### config.mk
export PLATFORM = sky130hd
export DESIGN_NAME = sfl_loader
export DESIGN_NICKNAME = d
export VERILOG_FILES = /design/src/design/sfl_pkg.sv /design/src/design/sfl_loader.sv /design/src/design/sfl_hex_parse.sv
export VERILOG_INCLUDE_DIRS = /design/src /design/src/design
export SDC_FILE = /design/constraint.sdc
export NUM_CORES = 2
export LEC_CHECK = 0
export ABC_AREA = 1
export BUFFER_PORTS_ARGS = -buffer_cell sky130_fd_sc_hd__buf_2
export CELL_PAD_IN_SITES_DETAIL_PLACEMENT = 1
export CELL_PAD_IN_SITES_GLOBAL_PLACEMENT = 2
export CORE_MARGIN = 4
export CORE_UTILIZATION = 28
export CTS_CLUSTER_SIZE = 20
export DETAILED_ROUTE_END_ITERATION = 10
export PLACE_DENSITY = 0.77
export SLEW_MARGIN = 25
export SYNTH_ARGS = -nofsm -noshare
export SYNTH_HDL_FRONTEND = slang
export SYNTH_SLANG_ARGS = --single-unit
### constraint.sdc
create_clock -name clk_in -period 6.05 [get_ports clk_in]
set_input_delay 0 -clock clk_in [delete_from_list [all_inputs] [get_ports clk_in]]
set_output_delay 0 -clock clk_in [all_outputs]
set_load 0.05 [all_outputs]
### src/design/sfl_defines.svh
// Constants for the frequency table synthesizer loader
`ifndef SFL_DEFINES_SVH
`define SFL_DEFINES_SVH

`define SFL_CHARS          8
`define SFL_NUM_PARAMS     4
`define SFL_NUM_OUT        3
`define SFL_BUILTIN_COUNT  2
`define SFL_IDX_W          8
`define SFL_STEPS          16
`define SFL_STEP_PLLB      4'h3
`define SFL_STEP_OUT       4'h6
`define SFL_STEP_OE        4'hF

`define SFL_REG_PLLA       8'h00
`define SFL_REG_PLLB       8'h03
`define SFL_REG_OUT_BASE   8'h10
`define SFL_REG_OUT_STRIDE 8'h04
`define SFL_REG_OE         8'h20

`define SFL_OUT_INT_DEF    32'h0000_0100
`define SFL_OUT_NUM_DEF    32'h0000_0000
`define SFL_OUT_DEN_DEF    32'h0000_0001
`define SFL_ASCII_SPACE    8'h20

`endif

### src/design/sfl_pkg.sv
// Types for the frequency table synthesizer loader
package sfl_pkg;

  typedef struct packed {
    logic [63:0]      frequency_select_command;    // ASCII, left justified, space padded
    logic [3:0][63:0] param;   // ASCII hex, right justified, space padded
  } sfl_record_t;

  typedef struct packed {
    logic [7:0]  reg_id;
    logic [31:0] data;
  } sfl_write_t;

  typedef enum logic [2:0] {
    SFL_IDLE     = 3'b000,
    SFL_EXT_RD   = 3'b001,
    SFL_EXT_WAIT = 3'b010,
    SFL_EXT_CMP  = 3'b011,
    SFL_INT_CMP  = 3'b100,
    SFL_PARSE    = 3'b101,
    SFL_WRITE    = 3'b110,
    SFL_DONE     = 3'b111
  } sfl_state_t;

endpackage

### src/design/sfl_loader.sv
// Frequency command handler that loads the clock synthesizer from tables
// Overview of operation
// - A selection matches a table entry only on an exact character-for-character string match.
// - The external table is scanned first and the built-in table only when nothing external matches.
// - Entry parameters one to three go in order to the first feedback divider integer, numerator, denominator.
// - The same three values are also loaded into the second, unused feedback divider.
// - Without a fourth parameter every output divider integer gets 256.
// - Every output divider numerator is loaded with zero.
// - Every output divider denominator is loaded with one.
// - A fourth parameter, needed outside the 2M band, replaces the default output divider integer.
// - The built-in table always holds at least one entry so the scanner has something to walk.
// - The offset note is stored but never sent, and status shows it only once defined.
// - Broadcast-band selections from 87.5MHz to 108.0MHz are taken and work only via an external entry.
// - At most one synthesizer clock output is enabled at a time.
`timescale 1ns/100ps
`include "sfl_defines.svh"
module sfl_loader (
  input  wire logic                    clk_in,                // 50 MHz clock
  input  wire logic                    rst_in,                // Sync reset, high
  input  wire logic                    cmd_frequency_select_command_valid_in,     // Selection command strobe
  input  wire logic [63:0]             cmd_frequency_select_command_in,           // Requested frequency string
  input  wire logic [1:0]              cmd_out_sel_in,        // Clock output to enable
  input  wire logic                    cmd_offset_valid_in,   // Offset note command strobe
  input  wire logic [63:0]             cmd_offset_in,         // Offset note text
  input  wire logic                    cmd_stat_in,           // Status command strobe
  input  wire logic [7:0]              ext_count_in,          // Entries in external table
  output logic                         ext_rd_en_out,         // External table read
  output logic [7:0]                   ext_rd_addr_out,       // External entry index
  input  wire sfl_pkg::sfl_record_t    ext_rd_data_in,        // Entry, cycle after read
  output logic                         syn_wr_valid_out,      // Register write request
  output sfl_pkg::sfl_write_t          syn_wr_out,            // Register id and value
  input  wire logic                    syn_wr_ready_in,       // Write accepted
  output logic                         resp_valid_out,        // Selection done pulse
  output logic                         resp_ok_out,           // Selection loaded
  output logic                         resp_ext_out,          // Entry came from external
  output logic                         stat_valid_out,        // Status answer pulse
  output logic                         stat_offset_present_out, // Offset note defined
  output logic [63:0]                  stat_offset_out        // Offset note text
);
  // ----------------------------------------------------------------
  // Built-in table
  // ----------------------------------------------------------------
  // Kept at two entries; never drop below one, the scanner needs it
  function automatic sfl_pkg::sfl_record_t builtin_entry(input logic [7:0] idx);
    sfl_pkg::sfl_record_t r;
    r.frequency_select_command  = (idx == 8'h01) ? "146.520 " : "145.000 ";
    r.param = (idx == 8'h01) ? {"        ", "   F4240", "   3A980", "    13CC"} :
                               {"        ", "   F4240", "   70E40", "    13BF"};
    return r;
  endfunction

  // ----------------------------------------------------------------
  // Control registers
  // ----------------------------------------------------------------
  sfl_pkg::sfl_state_t  state_reg;
  logic [63:0]          frequency_select_command_reg;
  logic [1:0]           sel_reg;
  logic [7:0]           count_reg;
  logic [7:0]           idx_reg;
  sfl_pkg::sfl_record_t match_reg;
  logic                 from_ext_reg;
  logic [3:0]           step_reg;
  logic                 offset_def_reg;
  logic [63:0]          offset_reg;
  logic [3:0][31:0]     pval;
  logic [3:0]           ppres;
  logic [3:0]           perr;
  sfl_pkg::sfl_record_t int_rec;
  logic                 parse_ok;
  sfl_pkg::sfl_write_t  wr_next;
  assign int_rec  = builtin_entry(idx_reg);
  // First three fields are mandatory, fourth optional
  assign parse_ok = (perr == 4'h0) && (ppres[2:0] == 3'h7);
  for (genvar g = 0; g < `SFL_NUM_PARAMS; g++) begin : gen_parse
    sfl_hex_parse u_parse (
      .ascii_in    (match_reg.param[g]),
      .value_out   (pval[g]),
      .present_out (ppres[g]),
      .error_out   (perr[g])
    );
  end

  // ----------------------------------------------------------------
  // Search and write sequencer
  // ----------------------------------------------------------------
  always_ff @(posedge clk_in) begin
    if (rst_in) begin
      state_reg       <= sfl_pkg::SFL_IDLE;
      frequency_select_command_reg        <= 64'h0;
      sel_reg         <= 2'h0;
      count_reg       <= 8'h00;
      idx_reg         <= 8'h00;
      match_reg       <= '0;
      from_ext_reg    <= 1'b0;
      step_reg        <= 4'h0;
      ext_rd_en_out   <= 1'b0;
      ext_rd_addr_out <= 8'h00;
      resp_valid_out  <= 1'b0;
      resp_ok_out     <= 1'b0;
      resp_ext_out    <= 1'b0;
    end else begin
      resp_valid_out <= 1'b0;
      ext_rd_en_out  <= 1'b0;
      case (state_reg)
        sfl_pkg::SFL_IDLE: begin
          // no band gate, table contents decide
          if (cmd_frequency_select_command_valid_in) begin
            frequency_select_command_reg  <= cmd_frequency_select_command_in;
            sel_reg   <= cmd_out_sel_in;
            count_reg <= ext_count_in;
            idx_reg   <= 8'h00;
            state_reg <= (ext_count_in != 8'h00) ? sfl_pkg::SFL_EXT_RD : sfl_pkg::SFL_INT_CMP;
          end
        end
        sfl_pkg::SFL_EXT_RD: begin
          ext_rd_en_out   <= 1'b1;
          ext_rd_addr_out <= idx_reg;
          state_reg       <= sfl_pkg::SFL_EXT_WAIT;
        end
        sfl_pkg::SFL_EXT_WAIT: begin
          state_reg <= sfl_pkg::SFL_EXT_CMP;
        end
        sfl_pkg::SFL_EXT_CMP: begin
          if (ext_rd_data_in.frequency_select_command == frequency_select_command_reg) begin
            match_reg    <= ext_rd_data_in;
            from_ext_reg <= 1'b1;
            state_reg    <= sfl_pkg::SFL_PARSE;
          end else if (idx_reg + 8'h01 < count_reg) begin
            idx_reg   <= idx_reg + 8'h01;
            state_reg <= sfl_pkg::SFL_EXT_RD;
          end else begin
            idx_reg   <= 8'h00;
            state_reg <= sfl_pkg::SFL_INT_CMP;
          end
        end
        sfl_pkg::SFL_INT_CMP: begin
          // scan relies on a non-empty built-in table
          if (int_rec.frequency_select_command == frequency_select_command_reg) begin
            match_reg    <= int_rec;
            from_ext_reg <= 1'b0;
            state_reg    <= sfl_pkg::SFL_PARSE;
          end else if (idx_reg + 8'h01 < 8'(`SFL_BUILTIN_COUNT)) begin
            idx_reg <= idx_reg + 8'h01;
          end else begin
            resp_valid_out <= 1'b1;
            resp_ok_out    <= 1'b0;
            resp_ext_out   <= 1'b0;
            state_reg      <= sfl_pkg::SFL_DONE;
          end
        end
        sfl_pkg::SFL_PARSE: begin
          step_reg <= 4'h0;
          if (parse_ok) begin
            state_reg <= sfl_pkg::SFL_WRITE;
          end else begin
            resp_valid_out <= 1'b1;
            resp_ok_out    <= 1'b0;
            resp_ext_out   <= from_ext_reg;
            state_reg      <= sfl_pkg::SFL_DONE;
          end
        end
        sfl_pkg::SFL_WRITE: begin
          if (syn_wr_valid_out && syn_wr_ready_in) begin
            if (step_reg == `SFL_STEP_OE) begin
              resp_valid_out <= 1'b1;
              resp_ok_out    <= 1'b1;
              resp_ext_out   <= from_ext_reg;
              state_reg      <= sfl_pkg::SFL_DONE;
            end else begin
              step_reg <= step_reg + 4'h1;
            end
          end
        end
        sfl_pkg::SFL_DONE: begin
          state_reg <= sfl_pkg::SFL_IDLE;
        end
        default: begin
          state_reg <= sfl_pkg::SFL_IDLE;
        end
      endcase
    end
  end
  // ----------------------------------------------------------------
  // Register write content per step
  // ----------------------------------------------------------------
  always_comb begin
    int k;
    int f;
    k = 0;
    f = 0;
    wr_next = '0;
    if (step_reg < `SFL_STEP_PLLB) begin
      wr_next.reg_id = `SFL_REG_PLLA + 8'(step_reg);
      wr_next.data   = pval[step_reg[1:0]];
    end else if (step_reg < `SFL_STEP_OUT) begin
      wr_next.reg_id = `SFL_REG_PLLB + 8'(step_reg - `SFL_STEP_PLLB);
      wr_next.data   = pval[2'(step_reg - `SFL_STEP_PLLB)];
    end else if (step_reg < `SFL_STEP_OE) begin
      k = (int'(step_reg) - int'(`SFL_STEP_OUT)) / 3;
      f = (int'(step_reg) - int'(`SFL_STEP_OUT)) % 3;
      wr_next.reg_id = `SFL_REG_OUT_BASE + 8'(k) * `SFL_REG_OUT_STRIDE + 8'(f);
      if (f == 0) begin
        wr_next.data = ppres[3] ? pval[3] : `SFL_OUT_INT_DEF;
      end else if (f == 1) begin
        wr_next.data = `SFL_OUT_NUM_DEF;
      end else begin
        wr_next.data = `SFL_OUT_DEN_DEF;
      end
    end else begin
      wr_next.reg_id = `SFL_REG_OE;
      wr_next.data   = 32'h0000_0001 << sel_reg;
    end
  end
  always_ff @(posedge clk_in) begin
    if (rst_in) begin
      syn_wr_valid_out <= 1'b0;
      syn_wr_out       <= '0;
    end else if (state_reg == sfl_pkg::SFL_WRITE && !(syn_wr_valid_out && syn_wr_ready_in)) begin
      syn_wr_valid_out <= 1'b1;
      syn_wr_out       <= wr_next;
    end else begin
      syn_wr_valid_out <= 1'b0;
    end
  end
  // ----------------------------------------------------------------
  // Offset note and status
  // ----------------------------------------------------------------
  // note kept locally, never written out
  always_ff @(posedge clk_in) begin
    if (rst_in) begin
      offset_def_reg          <= 1'b0;
      offset_reg              <= 64'h0;
      stat_valid_out          <= 1'b0;
      stat_offset_present_out <= 1'b0;
      stat_offset_out         <= 64'h0;
    end else begin
      if (cmd_offset_valid_in) begin
        offset_def_reg <= 1'b1;
        offset_reg     <= cmd_offset_in;
      end
      stat_valid_out <= cmd_stat_in;
      if (cmd_stat_in) begin
        stat_offset_present_out <= offset_def_reg;
        stat_offset_out         <= offset_def_reg ? offset_reg : 64'h0;
      end
    end
  end

  logic out_div_wr;
  assign out_div_wr = syn_wr_valid_out && syn_wr_out.reg_id >= `SFL_REG_OUT_BASE && syn_wr_out.reg_id < `SFL_REG_OE;
endmodule

### src/design/sfl_hex_parse.sv
// ASCII hex field to binary value converter
`timescale 1ns/100ps
`include "sfl_defines.svh"
module sfl_hex_parse (
  input  wire logic [63:0] ascii_in,   // Field, space padded
  output logic      [31:0] value_out,  // Parsed value
  output logic             present_out,// Field holds digits
  output logic             error_out   // Illegal character
);
  logic [7:0] ch;
  logic [3:0] nib;

  always_comb begin
    value_out   = 32'h0000_0000;
    present_out = 1'b0;
    error_out   = 1'b0;
    ch          = 8'h00;
    nib         = 4'h0;
    for (int i = 7; i >= 0; i--) begin
      ch = ascii_in[i*8 +: 8];
      if (ch >= 8'h30 && ch <= 8'h39) begin
        nib = 4'(ch - 8'h30);
      end else if (ch >= 8'h41 && ch <= 8'h46) begin
        nib = 4'(ch - 8'h37);
      end else if (ch >= 8'h61 && ch <= 8'h66) begin
        nib = 4'(ch - 8'h57);
      end else begin
        nib = 4'h0;
      end
      if (ch == `SFL_ASCII_SPACE) begin
        // Padding is only legal before the first digit
        if (present_out) begin
          error_out = 1'b1;
        end
      end else if ((ch >= 8'h30 && ch <= 8'h39) || (ch >= 8'h41 && ch <= 8'h46) ||
                   (ch >= 8'h61 && ch <= 8'h66)) begin
        present_out = 1'b1;
        value_out   = {value_out[27:0], nib};
      end else begin
        error_out = 1'b1;
      end
    end
  end
endmodule

==> impl_results.rst <==
.. list-table::
   :header-rows: 1

   * - Metric
     - Value
   * - Reported leakage power
     - 22.2 nW
   * - Maximum root-to-sink buffer count
     - 3
   * - Endpoint kind of the worst setup timing path
     - register
   * - Filler Cell Count
     - 17685
   * - Share of the synthesized area in the top cell type
     - 27.7%
   * - Achievable frequency
     - 0.182 GHz
   * - Largest register FFs
     - 256
   * - Slowest Stage Delay on Critical Path
     - 400 ps
   * - Starting density of the core
     - 28.2%
   * - Die height
     - 378 um
   * - Routed via count
     - 46617
   * - Clock transition at path regs
     - 60 ps
   * - Fin area
     - 50400 um^2
   * - Final weighted congestion in routability-driven placement
     - 0.913
   * - First-pass GRT wire length
     - 284000 um
   * - Worst rel slew slack
     - 32.5%
   * - Worst setup path class
     - reg -> reg
   * - Root buffer cell
     - sky130_fd_sc_hd__clkbuf_16
   * - Final setup margin
     - 542 ps
   * - Required time of the critical path
     - 6560 ps
   * - Sort of element at the start of the critical path
     - register
   * - Number of input and output port buffers inserted
     - 582
   * - Number of buffers added by the clock tree synthesis step
     - 71
   * - Class of the tightest hold or removal check
     - in -> reg
   * - Most used standard cells in the synthesized netlist
     - sky130_fd_sc_hd__nand2_1 (1826), sky130_fd_sc_hd__nand3_1 (958), sky130_fd_sc_hd__nor2_1 (541)
   * - Final hold violations
     - 0
   * - Remaining Overflow, GRT
     - 0
   * - Core box area
     - 136000 um^2
   * - Layout cell share with drive strength beyond 1
     - 12.4%
   * - Cell type with the highest aggregate area in the netlist
     - sky130_fd_sc_hd__dfxtp_1
   * - Fin util
     - 37.1%
   * - Cell repeated most along the worst path
     - sky130_fd_sc_hd__nand2_1
   * - Number of nets in the layout
     - 7885
   * - Dpl cells
     - 8459
   * - DRC marker count from the first detailed-route iteration
     - 2700
   * - Total routed wirelength
     - 184000 um
   * - Final count of pins violating max slew
     - 0
   * - Cell types occupying the most area after synthesis
     - sky130_fd_sc_hd__dfxtp_1 (28%), sky130_fd_sc_hd__nand2_1 (18%), sky130_fd_sc_hd__nand3_1 (13%)
   * - Number of sinks handled by clock tree synthesis
     - 530
   * - Cell with the largest stage delay on the worst path
     - sky130_fd_sc_hd__fa_2
   * - Synthesized instance count
     - 6341
   * - Synth-to-layout area growth
     - 31.4%
   * - Horizontal extent of the die
     - 378 um
   * - Rows
     - 135
   * - Summed instance area of the synthesized netlist
     - 38300 um^2
   * - Min Tclk post-route
     - 5510 ps
   * - Register area share after synthesis
     - 27.7%
   * - Setup Slack @ Placement
     - -7.19 ps
   * - Count of non-filler cells in the finished layout
     - 9101
   * - Final clock period utilization by the worst path
     - 91.0%
   * - Wirelength per Cell
     - 20.2 um
   * - Critical path data arrival time
     - 6020 ps
   * - Aggregate negative setup slack
     - 0 ps
   * - Clock insertion delay at the later pin of the skew report
     - 670 ps
   * - Estimated wirelength of the detail-placed design
     - 136000 um
   * - First-pass detailed-route iteration total
     - 5
   * - Number of nets produced by synthesis
     - 6984
   * - Total global routing track utilization
     - 25.1%
   * - Most common flop cell mapped by yosys
     - sky130_fd_sc_hd__dfxtp_1
   * - Maximum net fanout on the critical path
     - 8
   * - Count of max-cap constraint violations
     - 0
   * - Pin count of the biggest net entering global routing
     - 128
   * - Remaining antenna violation count
     - 0
   * - RSZ-0062 raised after global routing
     - false
   * - Post-synth ARST share
     - 0%
   * - Detailed-route DRC error count
     - 0
   * - Initial antenna violation count
     - 37
   * - Netlist cell types
     - 61
   * - Top-Level Pins
     - 583
   * - DIE AREA
     - 143000 um^2
   * - Average size of a mapped cell
     - 6.05 um^2
   * - Ratio of total power to cell area
     - 269 nW/um^2
   * - H-tree lvl count
     - 3
   * - Number of global-route vias before repair
     - 48525
   * - Run status
     - finished, final reports clean
   * - Most common cell in the netlist
     - sky130_fd_sc_hd__nand2_1
   * - Number of warnings reported in the yosys synthesis log
     - 0
   * - Final count of negative-setup-slack endpoints
     - 0
   * - Slew at the pin closest to its max-slew limit
     - 1000 ps
   * - Standard cell area after detailed placement
     - 43000 um^2
   * - Vias per Instance
     - 5.12
   * - Worst vdd rail ir drop
     - 0.378 mV
   * - Register bit count reported by yosys
     - 530
   * - Post-synth EDFFs
     - 0
   * - Clock skew after layout
     - 24.0 ps
   * - TritonCTS clock tree
     - yes
[worst max-delay path: cells and delay by family (launching register included)]
family / cells / cell delay, ps
AO/OA/AOI/OAI: 1 / 50
XOR/XNOR: 3 / 440
adder cells (fa/ha/maj): 7 / 1740
buffers and inverters: 6 / 410
flip-flops: 1 / 360
AND/OR/NAND/NOR: 25 / 2310
[power by group]
part / leakage (nW) / internal [mW] / total [mW] / switching [mW]
Combinational: 16.7 / 1.99 / 5.32 / 3.33
Clock: 1.14 / 2.54 / 4.36 / 1.82
Sequential: 4.30 / 3.70 / 3.86 / 0.158
Total: 22.2 / 8.23 / 13.5 / 5.31
[per-layer routing]
layer  vias to the layer above  part of all wire [%]  global-route usage [%]
met4                        22                   4.7                    10.5
li1                      22914                     -                       -
met2                      1044                    47                    43.2
met1                     22283                    43                    30.8
met5                         -                 0.068                       0
met3                       354                   4.9                    4.56
[final timing paths]
path                            slack (ps)                  end                start  cells past startpoint
worst max register to register         540       syn_wr_out[39]          step_reg[1]                     42
worst min-delay path                    80   stat_offset_out[3]          cmd_stat_in                      4
worst max-delay path                   540       syn_wr_out[39]          step_reg[1]                     42
worst min register to register         460  stat_offset_out[29]  stat_offset_out[29]                      2
[area by class of cell]
type | instances | area [um^2] | area share (%)
tap | 1781 | 2230 | 4.43
antenna | 26 | 65.1 | 0.129
clock inverter | 26 | 318 | 0.631
multi-input combinational | 4987 | 24700 | 49.1
timing repair buffer | 1153 | 8480 | 16.8
inverter | 499 | 1890 | 3.75
clock buffer | 99 | 2030 | 4.04
sequential | 530 | 10600 | 21.1
[cell families after synthesis]
group	count (synthesis)	share of synthesized area (%)
compound gates	1072	15.2
xor+xnor	94	2.15
fa+ha+maj	179	5.86
buf+inv	824	8.17
flops	530	27.7
simple gates	3642	40.9
[per-stage QoR]
step	hold WS (ps)	power, mW
after floorplan	135	7.28
after global placement	221	8.61
after detailed placement	229	8.66
after CTS	18.2	13.4
after global routing	73.5	14.5
final	83.2	13.5
[timing repair]
action,4_1_cts,5_1_grt
setup endpoints to repair,1,2
gates resized for setup,2,21
hold buffers,486,0
endpoints found under the hold margin,428,0
buffers inserted,0,5
pin swaps,0,8
[cells in the final DEF, fill, tap and decap left out, types with 14 or more instances in the layout]
cell	n
sky130_fd_sc_hd__inv_2	18
sky130_fd_sc_hd__or2_2	16
sky130_fd_sc_hd__nand4_1	88
sky130_fd_sc_hd__a21oi_1	534
sky130_fd_sc_hd__o211ai_1	37
sky130_fd_sc_hd__nand2_1	1822
sky130_fd_sc_hd__buf_4	81
sky130_fd_sc_hd__clkbuf_1	14
sky130_fd_sc_hd__inv_1	471
sky130_fd_sc_hd__buf_2	581
sky130_fd_sc_hd__o21ai_1	14
sky130_fd_sc_hd__xor2_1	91
sky130_fd_sc_hd__diode_2	26
sky130_fd_sc_hd__nor2_1	531
sky130_fd_sc_hd__a31oi_1	25
sky130_fd_sc_hd__nor3_1	85
sky130_fd_sc_hd__dlygate4sd3_1	486
sky130_fd_sc_hd__dfxtp_1	526
sky130_fd_sc_hd__nand3b_1	16
sky130_fd_sc_hd__ha_1	172
sky130_fd_sc_hd__o21ai_0	368
sky130_fd_sc_hd__nand2_2	23
sky130_fd_sc_hd__o2111ai_1	15
sky130_fd_sc_hd__nand3_1	956
sky130_fd_sc_hd__clkbuf_16	72
sky130_fd_sc_hd__nor4_1	49
Note: power is estimated with default switching activity, not from simulation.
